### src/logic/hp_status_pkg.sv
// Register map, field positions and reset values of the slot status block
`default_nettype none
package hp_status_pkg;
  // Word indices; byte address is four times the index
  localparam logic [9:0]  IDX_SLOT_STATUS = 10'h05a;
  localparam logic [9:0]  IDX_DEV_CAP2    = 10'h064;
  localparam logic [9:0]  IDX_DEV_CTL2    = 10'h068;
  localparam logic [9:0]  IDX_SLOT_CTL    = 10'h0c0;
  localparam logic [9:0]  IDX_EVENT_MASK  = 10'h0c1;
  localparam int          ADDR_W          = 12;

  // Slot status field positions
  localparam int          BIT_ATTN        = 0;
  localparam int          BIT_PFAULT      = 1;
  localparam int          BIT_LATCH_CHG   = 2;
  localparam int          BIT_PRES_CHG    = 3;
  localparam int          BIT_CMD_DONE    = 4;
  localparam int          BIT_LATCH_ST    = 5;
  localparam int          BIT_PRES_ST     = 6;
  localparam int          BIT_ILOCK_ST    = 7;
  localparam int          BIT_LINK_CHG    = 8;
  localparam int          STATUS_W        = 9;
  localparam logic [8:0]  RW1C_MASK       = 9'h11f;
  localparam logic [8:0]  STATUS_RESET    = 9'h000;
  localparam logic [8:0]  MASK_RESET      = 9'h000;

  // Capability and control field positions
  localparam int          BIT_FWD         = 5;
  localparam logic        FWD_SUP_RESET   = 1'b1;
  localparam logic        FWD_EN_RESET    = 1'b0;
  localparam int          SLOT_CTL_W      = 16;
  localparam logic [15:0] SLOT_CTL_RESET  = 16'h0000;

  // Synchronised input positions
  localparam int          IN_ATTN         = 0;
  localparam int          IN_PFAULT       = 1;
  localparam int          IN_LATCH        = 2;
  localparam int          IN_PRES         = 3;
  localparam int          IN_ILOCK        = 4;
  localparam int          IN_LINK         = 5;
  localparam int          IN_EXP_BUSY     = 6;
  localparam int          IN_W            = 7;

  typedef enum logic [2:0] {
    REG_NONE, REG_STATUS, REG_CAP2, REG_CTL2, REG_SCTL, REG_MASK
  } reg_sel_t;
endpackage
`default_nettype wire

### src/logic/sync2.sv
// Two flip-flop synchroniser for a vector of independent levels
`default_nettype none
module sync2 #(
  parameter int W = 1
) (
  input  wire logic         pclk,
  input  wire logic         presetn,
  input  wire logic [W-1:0] async_in,
  output logic      [W-1:0] sync_out
);
  logic [W-1:0] meta_q;

  for (genvar i = 0; i < W; i++) begin : g_bit
    always_ff @(posedge pclk or negedge presetn) begin
      if (!presetn) begin
        meta_q[i]   <= 1'b0;
        sync_out[i] <= 1'b0;
      end else begin
        meta_q[i]   <= async_in[i];
        sync_out[i] <= meta_q[i];
      end
    end
  end
endmodule // sync2
`default_nettype wire

### src/logic/cmd_tracker.sv
// Tracks one slot control command until its expander work is over
`default_nettype none
module cmd_tracker (
  input  wire logic pclk,
  input  wire logic presetn,
  input  wire logic issue,
  input  wire logic use_expander,
  input  wire logic exp_busy,
  output logic      done
);
  typedef enum logic [1:0] {IDLE, WAIT_START, WAIT_END} trk_state_t;
  trk_state_t state_q;

  // Completion once the expander has taken and finished the work, or the cycle after issue when the expander is not used
  always_ff @(posedge pclk or negedge presetn) begin
    if (!presetn) begin
      state_q <= IDLE;
    end else if (issue) begin
      state_q <= use_expander ? WAIT_START : IDLE;
    end else begin
      unique case (state_q)
        IDLE:       state_q <= IDLE;
        WAIT_START: state_q <= exp_busy ? WAIT_END : WAIT_START;
        WAIT_END:   state_q <= exp_busy ? WAIT_END : IDLE;
      endcase
    end
  end

  always_ff @(posedge pclk or negedge presetn) begin
    if (!presetn) begin
      done <= 1'b0;
    end else begin
      done <= (issue && !use_expander) ||
              (!issue && state_q == WAIT_END && !exp_busy);
    end
  end
endmodule // cmd_tracker
`default_nettype wire

### src/logic/hotplug_slot_status_regs.sv
// Slot status, forwarding capability and slot command registers over APB
//
// Added by the designer: register access over APB.
`default_nettype none
module hotplug_slot_status_regs (
  input  wire logic        pclk,
  input  wire logic        presetn,
  // APB slave
  input  wire logic        psel,
  input  wire logic        penable,
  input  wire logic        pwrite,
  input  wire logic [11:0] paddr,
  input  wire logic [31:0] pwdata,
  output logic             pready,
  output logic      [31:0] prdata,
  output logic             pslverr,
  // Slot pins and port configuration
  input  wire logic        attn_button,
  input  wire logic        power_fault,
  input  wire logic        latch_open,
  input  wire logic        card_present,
  input  wire logic        port_interlock_input,
  input  wire logic        link_active,
  input  wire logic        expander_busy,
  input  wire logic        port_is_upstream,
  input  wire logic        slot_implemented,
  input  wire logic        expander_enabled,
  input  wire logic        hp_on_gpio,
  input  wire logic        cap_lock,
  // Slot command towards the expander logic, forwarding enable and interrupt
  output logic             slot_cmd_issue,
  output logic      [15:0] slot_control_reg,
  output logic             alt_routing_fwd_enable,
  output logic             irq
);

  // Register decode shared by the read and the write path
  function automatic hp_status_pkg::reg_sel_t decode(
    input logic [11:0] addr
  );
    logic [9:0] idx;
    idx = addr[11:2];
    if (addr[1:0] != 2'b00) begin
      decode = hp_status_pkg::REG_NONE;
    end else if (idx == hp_status_pkg::IDX_SLOT_STATUS) begin
      decode = hp_status_pkg::REG_STATUS;
    end else if (idx == hp_status_pkg::IDX_DEV_CAP2) begin
      decode = hp_status_pkg::REG_CAP2;
    end else if (idx == hp_status_pkg::IDX_DEV_CTL2) begin
      decode = hp_status_pkg::REG_CTL2;
    end else if (idx == hp_status_pkg::IDX_SLOT_CTL) begin
      decode = hp_status_pkg::REG_SCTL;
    end else if (idx == hp_status_pkg::IDX_EVENT_MASK) begin
      decode = hp_status_pkg::REG_MASK;
    end else begin
      decode = hp_status_pkg::REG_NONE;
    end
  endfunction

  localparam int N_IN = hp_status_pkg::IN_W;

  logic [N_IN-1:0] pins_raw;
  logic [N_IN-1:0] pins_s;
  logic [N_IN-1:0] pins_prev_q;
  logic            pins_valid_q;
  logic [1:0]      prime_q;
  logic [4:0]      cfg_raw;
  logic [4:0]      cfg_s;
  logic            upstream;
  logic            slot_impl;
  logic            exp_en;
  logic            on_gpio;
  logic            locked;

  logic [8:0]      status_q;
  logic [8:0]      mask_q;
  logic [8:0]      ev_set;
  logic [8:0]      ev_clr;
  logic [8:0]      status_view;
  logic            fwd_sup_q;
  logic            fwd_en_q;
  logic            fwd_sup_view;
  logic            fwd_en_view;
  logic            cmd_done;
  logic            use_expander;

  logic            setup;
  logic            access;
  logic            wr_access;
  hp_status_pkg::reg_sel_t sel;
  logic [31:0]     rd_word;

  // Pins and straps cross into the register clock
  assign pins_raw = {expander_busy, link_active, port_interlock_input,
                     card_present, latch_open, power_fault, attn_button};
  assign cfg_raw  = {cap_lock, hp_on_gpio, expander_enabled,
                     slot_implemented, port_is_upstream};

  sync2 #(
    .W        (N_IN)
  ) u_pin_sync (
    .pclk     (pclk),
    .presetn  (presetn),
    .async_in (pins_raw),
    .sync_out (pins_s)
  );

  sync2 #(
    .W        (5)
  ) u_cfg_sync (
    .pclk     (pclk),
    .presetn  (presetn),
    .async_in (cfg_raw),
    .sync_out (cfg_s)
  );

  assign upstream  = cfg_s[0];
  assign slot_impl = cfg_s[1];
  assign exp_en    = cfg_s[2];
  assign on_gpio   = cfg_s[3];
  assign locked    = cfg_s[4];

  // Previous pin levels; edges are ignored until the synchroniser has
  // filled, so a pin already high at reset raises no false event
  always_ff @(posedge pclk or negedge presetn) begin
    if (!presetn) begin
      pins_prev_q  <= '0;
      prime_q      <= 2'h0;
      pins_valid_q <= 1'b0;
    end else begin
      pins_prev_q  <= pins_s;
      prime_q      <= {prime_q[0], 1'b1};
      pins_valid_q <= prime_q[1];
    end
  end

  // APB phases
  assign setup     = psel && !penable;
  assign access    = psel && penable;
  assign pready    = 1'b1;
  assign wr_access = access && pwrite;
  assign sel       = decode(paddr);

  // Event detection
  always_comb begin
    ev_set = '0;
    ev_set[hp_status_pkg::BIT_ATTN] = pins_valid_q &&
      pins_s[hp_status_pkg::IN_ATTN] && !pins_prev_q[hp_status_pkg::IN_ATTN];
    ev_set[hp_status_pkg::BIT_PFAULT] = pins_valid_q &&
      pins_s[hp_status_pkg::IN_PFAULT] &&
      !pins_prev_q[hp_status_pkg::IN_PFAULT];
    ev_set[hp_status_pkg::BIT_LATCH_CHG] = pins_valid_q &&
      (pins_s[hp_status_pkg::IN_LATCH] !=
       pins_prev_q[hp_status_pkg::IN_LATCH]);
    ev_set[hp_status_pkg::BIT_PRES_CHG] = pins_valid_q &&
      (pins_s[hp_status_pkg::IN_PRES] !=
       pins_prev_q[hp_status_pkg::IN_PRES]);
    ev_set[hp_status_pkg::BIT_CMD_DONE] = cmd_done;
    ev_set[hp_status_pkg::BIT_LINK_CHG] = pins_valid_q &&
      (pins_s[hp_status_pkg::IN_LINK] !=
       pins_prev_q[hp_status_pkg::IN_LINK]);
  end

  assign ev_clr = (wr_access && sel == hp_status_pkg::REG_STATUS) ?
                  (pwdata[8:0] & hp_status_pkg::RW1C_MASK) : 9'h000;

  for (genvar b = 0; b < hp_status_pkg::STATUS_W; b++) begin : g_flag
    if (hp_status_pkg::RW1C_MASK[b]) begin : g_rw1c
      always_ff @(posedge pclk or negedge presetn) begin
        if (!presetn) begin
          status_q[b] <= hp_status_pkg::STATUS_RESET[b];
        end else begin
          status_q[b] <= ev_set[b] || (status_q[b] && !ev_clr[b]);
        end
      end
    end else begin : g_ro
      assign status_q[b] = 1'b0;
    end
  end

  // Read view of the slot status register
  always_comb begin
    status_view = status_q;
    status_view[hp_status_pkg::BIT_LATCH_ST] =
      pins_s[hp_status_pkg::IN_LATCH];
    if (upstream) begin
      status_view[hp_status_pkg::BIT_PRES_ST] = 1'b0;
    end else if (slot_impl) begin
      status_view[hp_status_pkg::BIT_PRES_ST] =
        pins_s[hp_status_pkg::IN_PRES];
    end else begin
      status_view[hp_status_pkg::BIT_PRES_ST] = 1'b1;
    end
    status_view[hp_status_pkg::BIT_ILOCK_ST] = exp_en && !on_gpio &&
      pins_s[hp_status_pkg::IN_ILOCK];
  end

  // Slot control write issues one command
  always_ff @(posedge pclk or negedge presetn) begin
    if (!presetn) begin
      slot_control_reg <= hp_status_pkg::SLOT_CTL_RESET;
    end else if (wr_access && sel == hp_status_pkg::REG_SCTL) begin
      slot_control_reg <= pwdata[15:0];
    end
  end

  always_ff @(posedge pclk or negedge presetn) begin
    if (!presetn) begin
      slot_cmd_issue <= 1'b0;
    end else begin
      slot_cmd_issue <= wr_access && sel == hp_status_pkg::REG_SCTL;
    end
  end

  assign use_expander = exp_en && !on_gpio;

  cmd_tracker u_cmd (
    .pclk         (pclk),
    .presetn      (presetn),
    .issue        (slot_cmd_issue),
    .use_expander (use_expander),
    .exp_busy     (pins_s[hp_status_pkg::IN_EXP_BUSY]),
    .done         (cmd_done)
  );

  always_ff @(posedge pclk or negedge presetn) begin
    if (!presetn) begin
      fwd_sup_q <= hp_status_pkg::FWD_SUP_RESET;
    end else if (wr_access && sel == hp_status_pkg::REG_CAP2 &&
                 !locked && !upstream) begin
      fwd_sup_q <= pwdata[hp_status_pkg::BIT_FWD];
    end
  end

  assign fwd_sup_view = fwd_sup_q && !upstream;

  // enable forced to zero without support
  always_ff @(posedge pclk or negedge presetn) begin
    if (!presetn) begin
      fwd_en_q <= hp_status_pkg::FWD_EN_RESET;
    end else if (!fwd_sup_view) begin
      fwd_en_q <= 1'b0;
    end else if (wr_access && sel == hp_status_pkg::REG_CTL2) begin
      fwd_en_q <= pwdata[hp_status_pkg::BIT_FWD];
    end
  end

  assign fwd_en_view = fwd_en_q && fwd_sup_view;

  always_ff @(posedge pclk or negedge presetn) begin
    if (!presetn) begin
      alt_routing_fwd_enable <= 1'b0;
    end else begin
      alt_routing_fwd_enable <= fwd_en_view;
    end
  end

  // Interrupt mask
  always_ff @(posedge pclk or negedge presetn) begin
    if (!presetn) begin
      mask_q <= hp_status_pkg::MASK_RESET;
    end else if (wr_access && sel == hp_status_pkg::REG_MASK) begin
      mask_q <= pwdata[8:0] & hp_status_pkg::RW1C_MASK;
    end
  end

  always_ff @(posedge pclk or negedge presetn) begin
    if (!presetn) begin
      irq <= 1'b0;
    end else begin
      irq <= |(status_q & mask_q);
    end
  end

  // Read mux; unused bits read as zero
  always_comb begin
    rd_word = 32'h0000_0000;
    unique case (sel)
      hp_status_pkg::REG_STATUS: rd_word[8:0] = status_view;
      hp_status_pkg::REG_CAP2:
        rd_word[hp_status_pkg::BIT_FWD] = fwd_sup_view;
      hp_status_pkg::REG_CTL2:
        rd_word[hp_status_pkg::BIT_FWD] = fwd_en_view;
      hp_status_pkg::REG_SCTL:   rd_word[15:0] = slot_control_reg;
      hp_status_pkg::REG_MASK:   rd_word[8:0] = mask_q;
      hp_status_pkg::REG_NONE:   rd_word = 32'h0000_0000;
    endcase
  end

  // Read data and error are captured in the setup cycle
  always_ff @(posedge pclk or negedge presetn) begin
    if (!presetn) begin
      prdata <= 32'h0000_0000;
    end else if (setup) begin
      prdata <= pwrite ? 32'h0000_0000 : rd_word;
    end
  end

  always_ff @(posedge pclk or negedge presetn) begin
    if (!presetn) begin
      pslverr <= 1'b0;
    end else if (setup) begin
      pslverr <= (sel == hp_status_pkg::REG_NONE);
    end
  end

endmodule // hotplug_slot_status_regs
`default_nettype wire

### config.mk
export PLATFORM = sky130hd
export DESIGN_NAME = hotplug_slot_status_regs
export DESIGN_NICKNAME = d
export VERILOG_FILES = /design/src/logic/hp_status_pkg.sv /design/src/logic/sync2.sv /design/src/logic/cmd_tracker.sv /design/src/logic/hotplug_slot_status_regs.sv
export SDC_FILE = /design/constraint.sdc
export NUM_CORES = 1
export LEC_CHECK = 0
export BUFFER_PORTS_ARGS = -buffer_cell sky130_fd_sc_hd__clkbuf_2
export CAP_MARGIN = 10
export CORE_ASPECT_RATIO = 1.75
export CORE_MARGIN = 5
export CORE_UTILIZATION = 40
export DETAILED_ROUTE_END_ITERATION = 6
export GPL_TIMING_DRIVEN = 0
export PLACE_DENSITY = 0.62
export SYNTH_ARGS = -nofsm -noshare
export SYNTH_HDL_FRONTEND = slang
export SYNTH_HIERARCHICAL = 1
export SYNTH_SLANG_ARGS = --single-unit
### constraint.sdc
create_clock -name pclk -period 1.4 [get_ports pclk]
set_input_delay 0.14 -clock pclk [delete_from_list [all_inputs] [get_ports pclk]]
set_output_delay 0.14 -clock pclk [all_outputs]
set_load 0.01 [all_outputs]
After elaboration in Yosys (flattened, before gate mapping)
Index checks and enable logic that the tools add are counted.

Mux-type cells: 21. Reduce and logical (&&, ||, !) cells: 57. Bitwise logic cells: 1. Equal/unequal tests: 16.

Operators with widths (number): 10-bit by 7-bit equality test with 1-bit output (second input constant) (3); 1-bit logical AND (30); 10-bit by 8-bit equality test with 1-bit output (second input constant) (2); 3-bit two-way mux (6); 16-bit two-way mux (1); 1-bit zero test (15); 5-bit one-hot mux with 3 select lines (1); 9-bit bitwise AND (1); 9-bit two-way mux (1); 3-bit one-hot mux with 3 select lines (1); 9-bit OR reduction (1); 1-bit logical OR (7); 7-bit two-way mux (1); 3-bit by 2-bit equality test with 1-bit output (second input constant) (2); 3-bit equality test (second input constant) (2); 2-bit two-way mux (3); 2-bit one-hot mux with 3 select lines (1); 1-bit two-way mux (5); 1-bit one-hot mux with 5 select lines (1); 3-bit by 1-bit equality test with 1-bit output (second input constant) (1); 3-bit zero test (1); 1-bit != test (3); 2-bit by 1-bit equality test with 1-bit output (second input constant) (1); 2-bit equality test (second input constant) (1); 4 further kinds (4).

Register bits after elaboration: 102. Output and inout port bits: 53.

Longest topological paths before layout
Word-level depth: 13. Gate-level depth with buffers: 7. Gate-level depth less buffers: 5.

By module
Netlist, hierarchy kept.

By module, submodules not included: hotplug_slot_status_regs (times used 1, area an instance 2810.2 µm², sequential area each 1452.6 µm², cells an instance 237); sync2 at u_pin_sync (times used 1, area an instance 350.3 µm², sequential area each 350.3 µm², cells an instance 14); sync2 at u_cfg_sync (times used 1, area an instance 250.2 µm², sequential area each 250.2 µm², cells an instance 10); cmd_tracker (times used 1, area an instance 153.9 µm², sequential area each 75.1 µm², cells an instance 13).

Least setup slack after synthesis
No wires, ideal clock.

Path type: input to register. Start: input port paddr[4]. End: register slot_control_reg[10]. Data required time: 1.275 ns. Data arrival time: 1.458 ns. Path buffers: 2. Slack: -0.183 ns. Stages on the path: 7. Cell sequence: nor4b_2 a21oi_1 and2_1 buf_6 nand2_8 buf_6 mux2_4.

Cells in the longest elaborated chain, start to end: 9.

Ends and longest elaborated chain: start: declaration (RTL line hotplug_slot_status_regs.sv:12) `input wire logic [11:0] paddr,`; 10-bit by 8-bit equality test with 1-bit output (RTL line hotplug_slot_status_regs.sv:53) `end else if (idx == hp_status_pkg::IDX_EVENT_MASK) begin`; 3-bit two-way mux (RTL line hotplug_slot_status_regs.sv:53); 3-bit two-way mux (RTL line hotplug_slot_status_regs.sv:51) `end else if (idx == hp_status_pkg::IDX_SLOT_CTL) begin`; 3-bit two-way mux (RTL line hotplug_slot_status_regs.sv:49) `end else if (idx == hp_status_pkg::IDX_DEV_CTL2) begin`; 3-bit two-way mux (RTL line hotplug_slot_status_regs.sv:47) `end else if (idx == hp_status_pkg::IDX_DEV_CAP2) begin`; 3-bit two-way mux (*) (RTL line hotplug_slot_status_regs.sv:45) `end else if (idx == hp_status_pkg::IDX_SLOT_STATUS) begin`; 3-bit two-way mux (*) (RTL line hotplug_slot_status_regs.sv:43) `if (addr[1:0] != 2'b00) begin`; 3-bit equality test (*) (RTL line hotplug_slot_status_regs.sv:202) `end else if (wr_access && sel == hp_status_pkg::REG_SCTL) begin`; 1-bit logical AND (*) (RTL line hotplug_slot_status_regs.sv:202); end signal: assignment (RTL line hotplug_slot_status_regs.sv:201) `slot_control_reg <= hp_status_pkg::SLOT_CTL_RESET;`; end signal: assignment (RTL line hotplug_slot_status_regs.sv:203) `slot_control_reg <= pwdata[15:0];`; end: declaration (RTL line hotplug_slot_status_regs.sv:32) `output logic [15:0] slot_control_reg,`.

Every way passes the cells marked *; elsewhere a longest branch is shown, timed or not. A chain may end at the register's enable or synchronous reset.

Worst setup path in the final report
Start: input port paddr[3]. End: register slot_control_reg[13].

Same word-level chain as after synthesis.

==> out/results.tsv <==
metric	value	unit
simple-gate share of the synthesized area	0.106	
Worst-Skew Late Latency	0.33	ns
# diodes	0	
Layout Cells excl Fill	529	
FP Rows	45	
largest family of logic cells by synthesized area	compound AO/OA/AOI/OAI gates	
placeable core region	8730	µm²
Pre-antenna DRT Iters	4	
CTS tree	yes	
largest net degree at the start of global routing	49	
vias in the first global route	2653	
drt wl/cell	15.5	µm
Synth Instances	274	
most frequent cells in the layout	dfrtp_1, clkbuf_2, buf_4	
P&R area growth vs syn	39.5	%
clk sinks	85	
half-perimeter wire length after placement	5960	µm
minimum clock period after layout	1.35	ns
Synth Warn #	6	
total of max-cap violations	0	
Critical Path Sink Type	register	
Rel. slew slack	0.644	
root buffer cell	clkbuf_16	
H-Tree Depth	3	
Synth Register Bits	85	
Final Slew Violations	0	
final hold slack	0.0243	ns
Synth Area in Compound Gates	0.133	
Iteration-0 DRC Markers	141	
Slew @ Worst Pin	0.534	ns
placed cells	488	
GRT Util Overall	0.159	
Finished Cell Area	4970	µm²
first-pass GRT wire length	13200	µm
number of CTS-inserted buffers	9	
PwrDens	1100	nW/µm²
Final period util	0.965	
WP data required	1.61	ns
leak pwr	2.45	nW
hold crit path type	in2reg	
Via-to-Cell Ratio	4.84	
DRC Markers	0	
port bufs	80	
Max Clk Rate	740	MHz
clock slew at reported path FFs	0.06	ns
share of layout cells above drive strength 1	0.413	
sequential-to-total area share from yosys stat	0.597	
Routability Congestion	0.790	
Post-Synthesis Cell Area	3560	µm²
initial antenna violation count	0	
Hold Fails Final Rpt	0	
crit path kind	in2reg	
Via Count	2561	
Starting Density	0.408	
result of the run	finished clean	
DIE WIDTH	81.4	µm
Crit Path Max Fanout	5	
Synth Area in XOR/XNOR	0.00983	
Final #Nets	470	
Routed Wire Length	8200	µm
fill count	722	
die area	11000	µm²
grt total ovfl	0	
Setup violations, final	0	
commonest non-fill, non-tap cell in the layout	dfrtp_1	
clock skew	0.00795	ns
VDD IR max	0.000940	V
syn avg cell area	13.0	µm²
Final ANT Viol Nets	0	
Die Ht	135	µm
DP Area	4220	µm²
mux contribution to synthesized area	0.0821	
Critical Path AT	1.57	ns
Post-Synth Adder-Cell Area	0.00702	
Synth cell types	49	
maximum clock path buffer count	2	
IO Count	114	
Layout Utilization	0.570	
CP startpoint kind	primary input	
## worst max-delay path, cell delays in order
cell	delay (ns)
clkbuf_2	0.10
nor3_2	0.26
and4_1	0.28
and2_2	0.23
nand2_8	0.09
clkbuf_16	0.17
mux2_4	0.29
## path summary, 6_finish.rpt
| kind | endpoint | slack, ns | from | cells after the start |
|---|---|---|---|---|
| setup / recovery | slot_control_reg[13] | 0.05 | paddr[3] | 7 |
| hold / removal | slot_control_reg[15] | 0.02 | pwdata[15] | 2 |
| setup reg to reg | prdata[5] | 0.28 | fwd_sup_q | 4 |
| hold reg to reg | u_pin_sync/sync_out[0] | 0.34 | u_pin_sync/meta_q[0] | 0 |
| max in group asynchronous | u_pin_sync/meta_q[1] | 0.43 | presetn | 3 |
| min in group asynchronous | fwd_en_q | 0.36 | presetn | 2 |
## per-layer routing
metal,global-route usage,share of wire,vias to the layer above
met1,0.179,0.38,1242
met5,0,0,-
met3,0.0354,0.045,11
met4,0.0639,0.016,0
met2,0.283,0.56,82
li1,-,-,1226
## final cells by class
cell class | count | area, µm² | share of cell area
flip-flops and latches | 85 | 2130 | 0.428
multi-input cells | 169 | 1390 | 0.280
repair buffers | 107 | 739 | 0.149
clock buffers | 10 | 239 | 0.0481
plain buffers | 27 | 200 | 0.0403
well taps | 117 | 146 | 0.0294
clock inverters | 6 | 93.8 | 0.0189
inverters | 8 | 30.0 | 0.00604
## power breakdown
group	switching, W	internal (W)
clock	0.000973	0.00163
sequential	0.0000255	0.00251
combinational	0.000178	0.000163
total	0.00118	0.00430
## through the flow
step | setup slack [ns] | power [W] | setup TNS [ns]
after floorplan | -0.167 | 0.00269 | -2.23
after global placement | -0.668 | 0.00285 | -74.83
after detailed placement | -0.630 | 0.00287 | -19.67
after CTS | -0.00201 | 0.00554 | -0.00201
after global routing | -0.00722 | 0.00570 | -0.0295
final | 0.0485 | 0.00548 | 0
## logic make-up after synthesis
family / after synthesis
mux: 23
flops: 85
buf+inv: 36
other cells: 2
xor+xnor: 4
compound gates: 66
simple gates: 56
fa+ha+maj: 2
## synth_stat cells (all sizes together)
cell | instances | area [µm²]
nand2b | 4 | 25.0
and3 | 3 | 18.8
a21boi | 7 | 52.6
a221oi | 1 | 8.76
nor3b | 1 | 7.51
xor2 | 4 | 35.0
and4 | 1 | 8.76
o21ai | 11 | 66.3
or3 | 1 | 6.26
conb | 2 | 7.51
a32oi | 1 | 8.76
nand2 | 8 | 46.3
nor4b | 4 | 62.6
dfrtp | 84 | 2100
nor2b | 2 | 12.5
mux2 | 23 | 293
o2bb2ai | 2 | 17.5
a32o | 1 | 10.0
inv | 8 | 30.0
buf | 24 | 178
nor4 | 1 | 6.26
nand3 | 5 | 30.0
nand4b | 1 | 8.76
dfstp | 1 | 26.3
a21o | 1 | 7.51
a22o | 12 | 105
ha | 2 | 25.0
a21oi | 12 | 63.8
clkbuf | 4 | 15.0
nor2 | 6 | 25.0
nor3 | 1 | 5.00
a22oi | 16 | 120
and2 | 9 | 56.3
and3b | 1 | 8.76
o211ai | 2 | 15.0
nand4 | 8 | 50.1
## timing repair
item | 4_1_cts | 5_1_grt
hold buffers | 13 | 0
cloned | 0 | 1
pin swaps | 6 | 8
setup buffers | 5 | 7
setup endpoints to repair | 31 | 31
resized for setup | 15 | 23
endpoints found under the hold margin | 48 | 0
No activity file was read; power rests on OpenSTA's default activity.
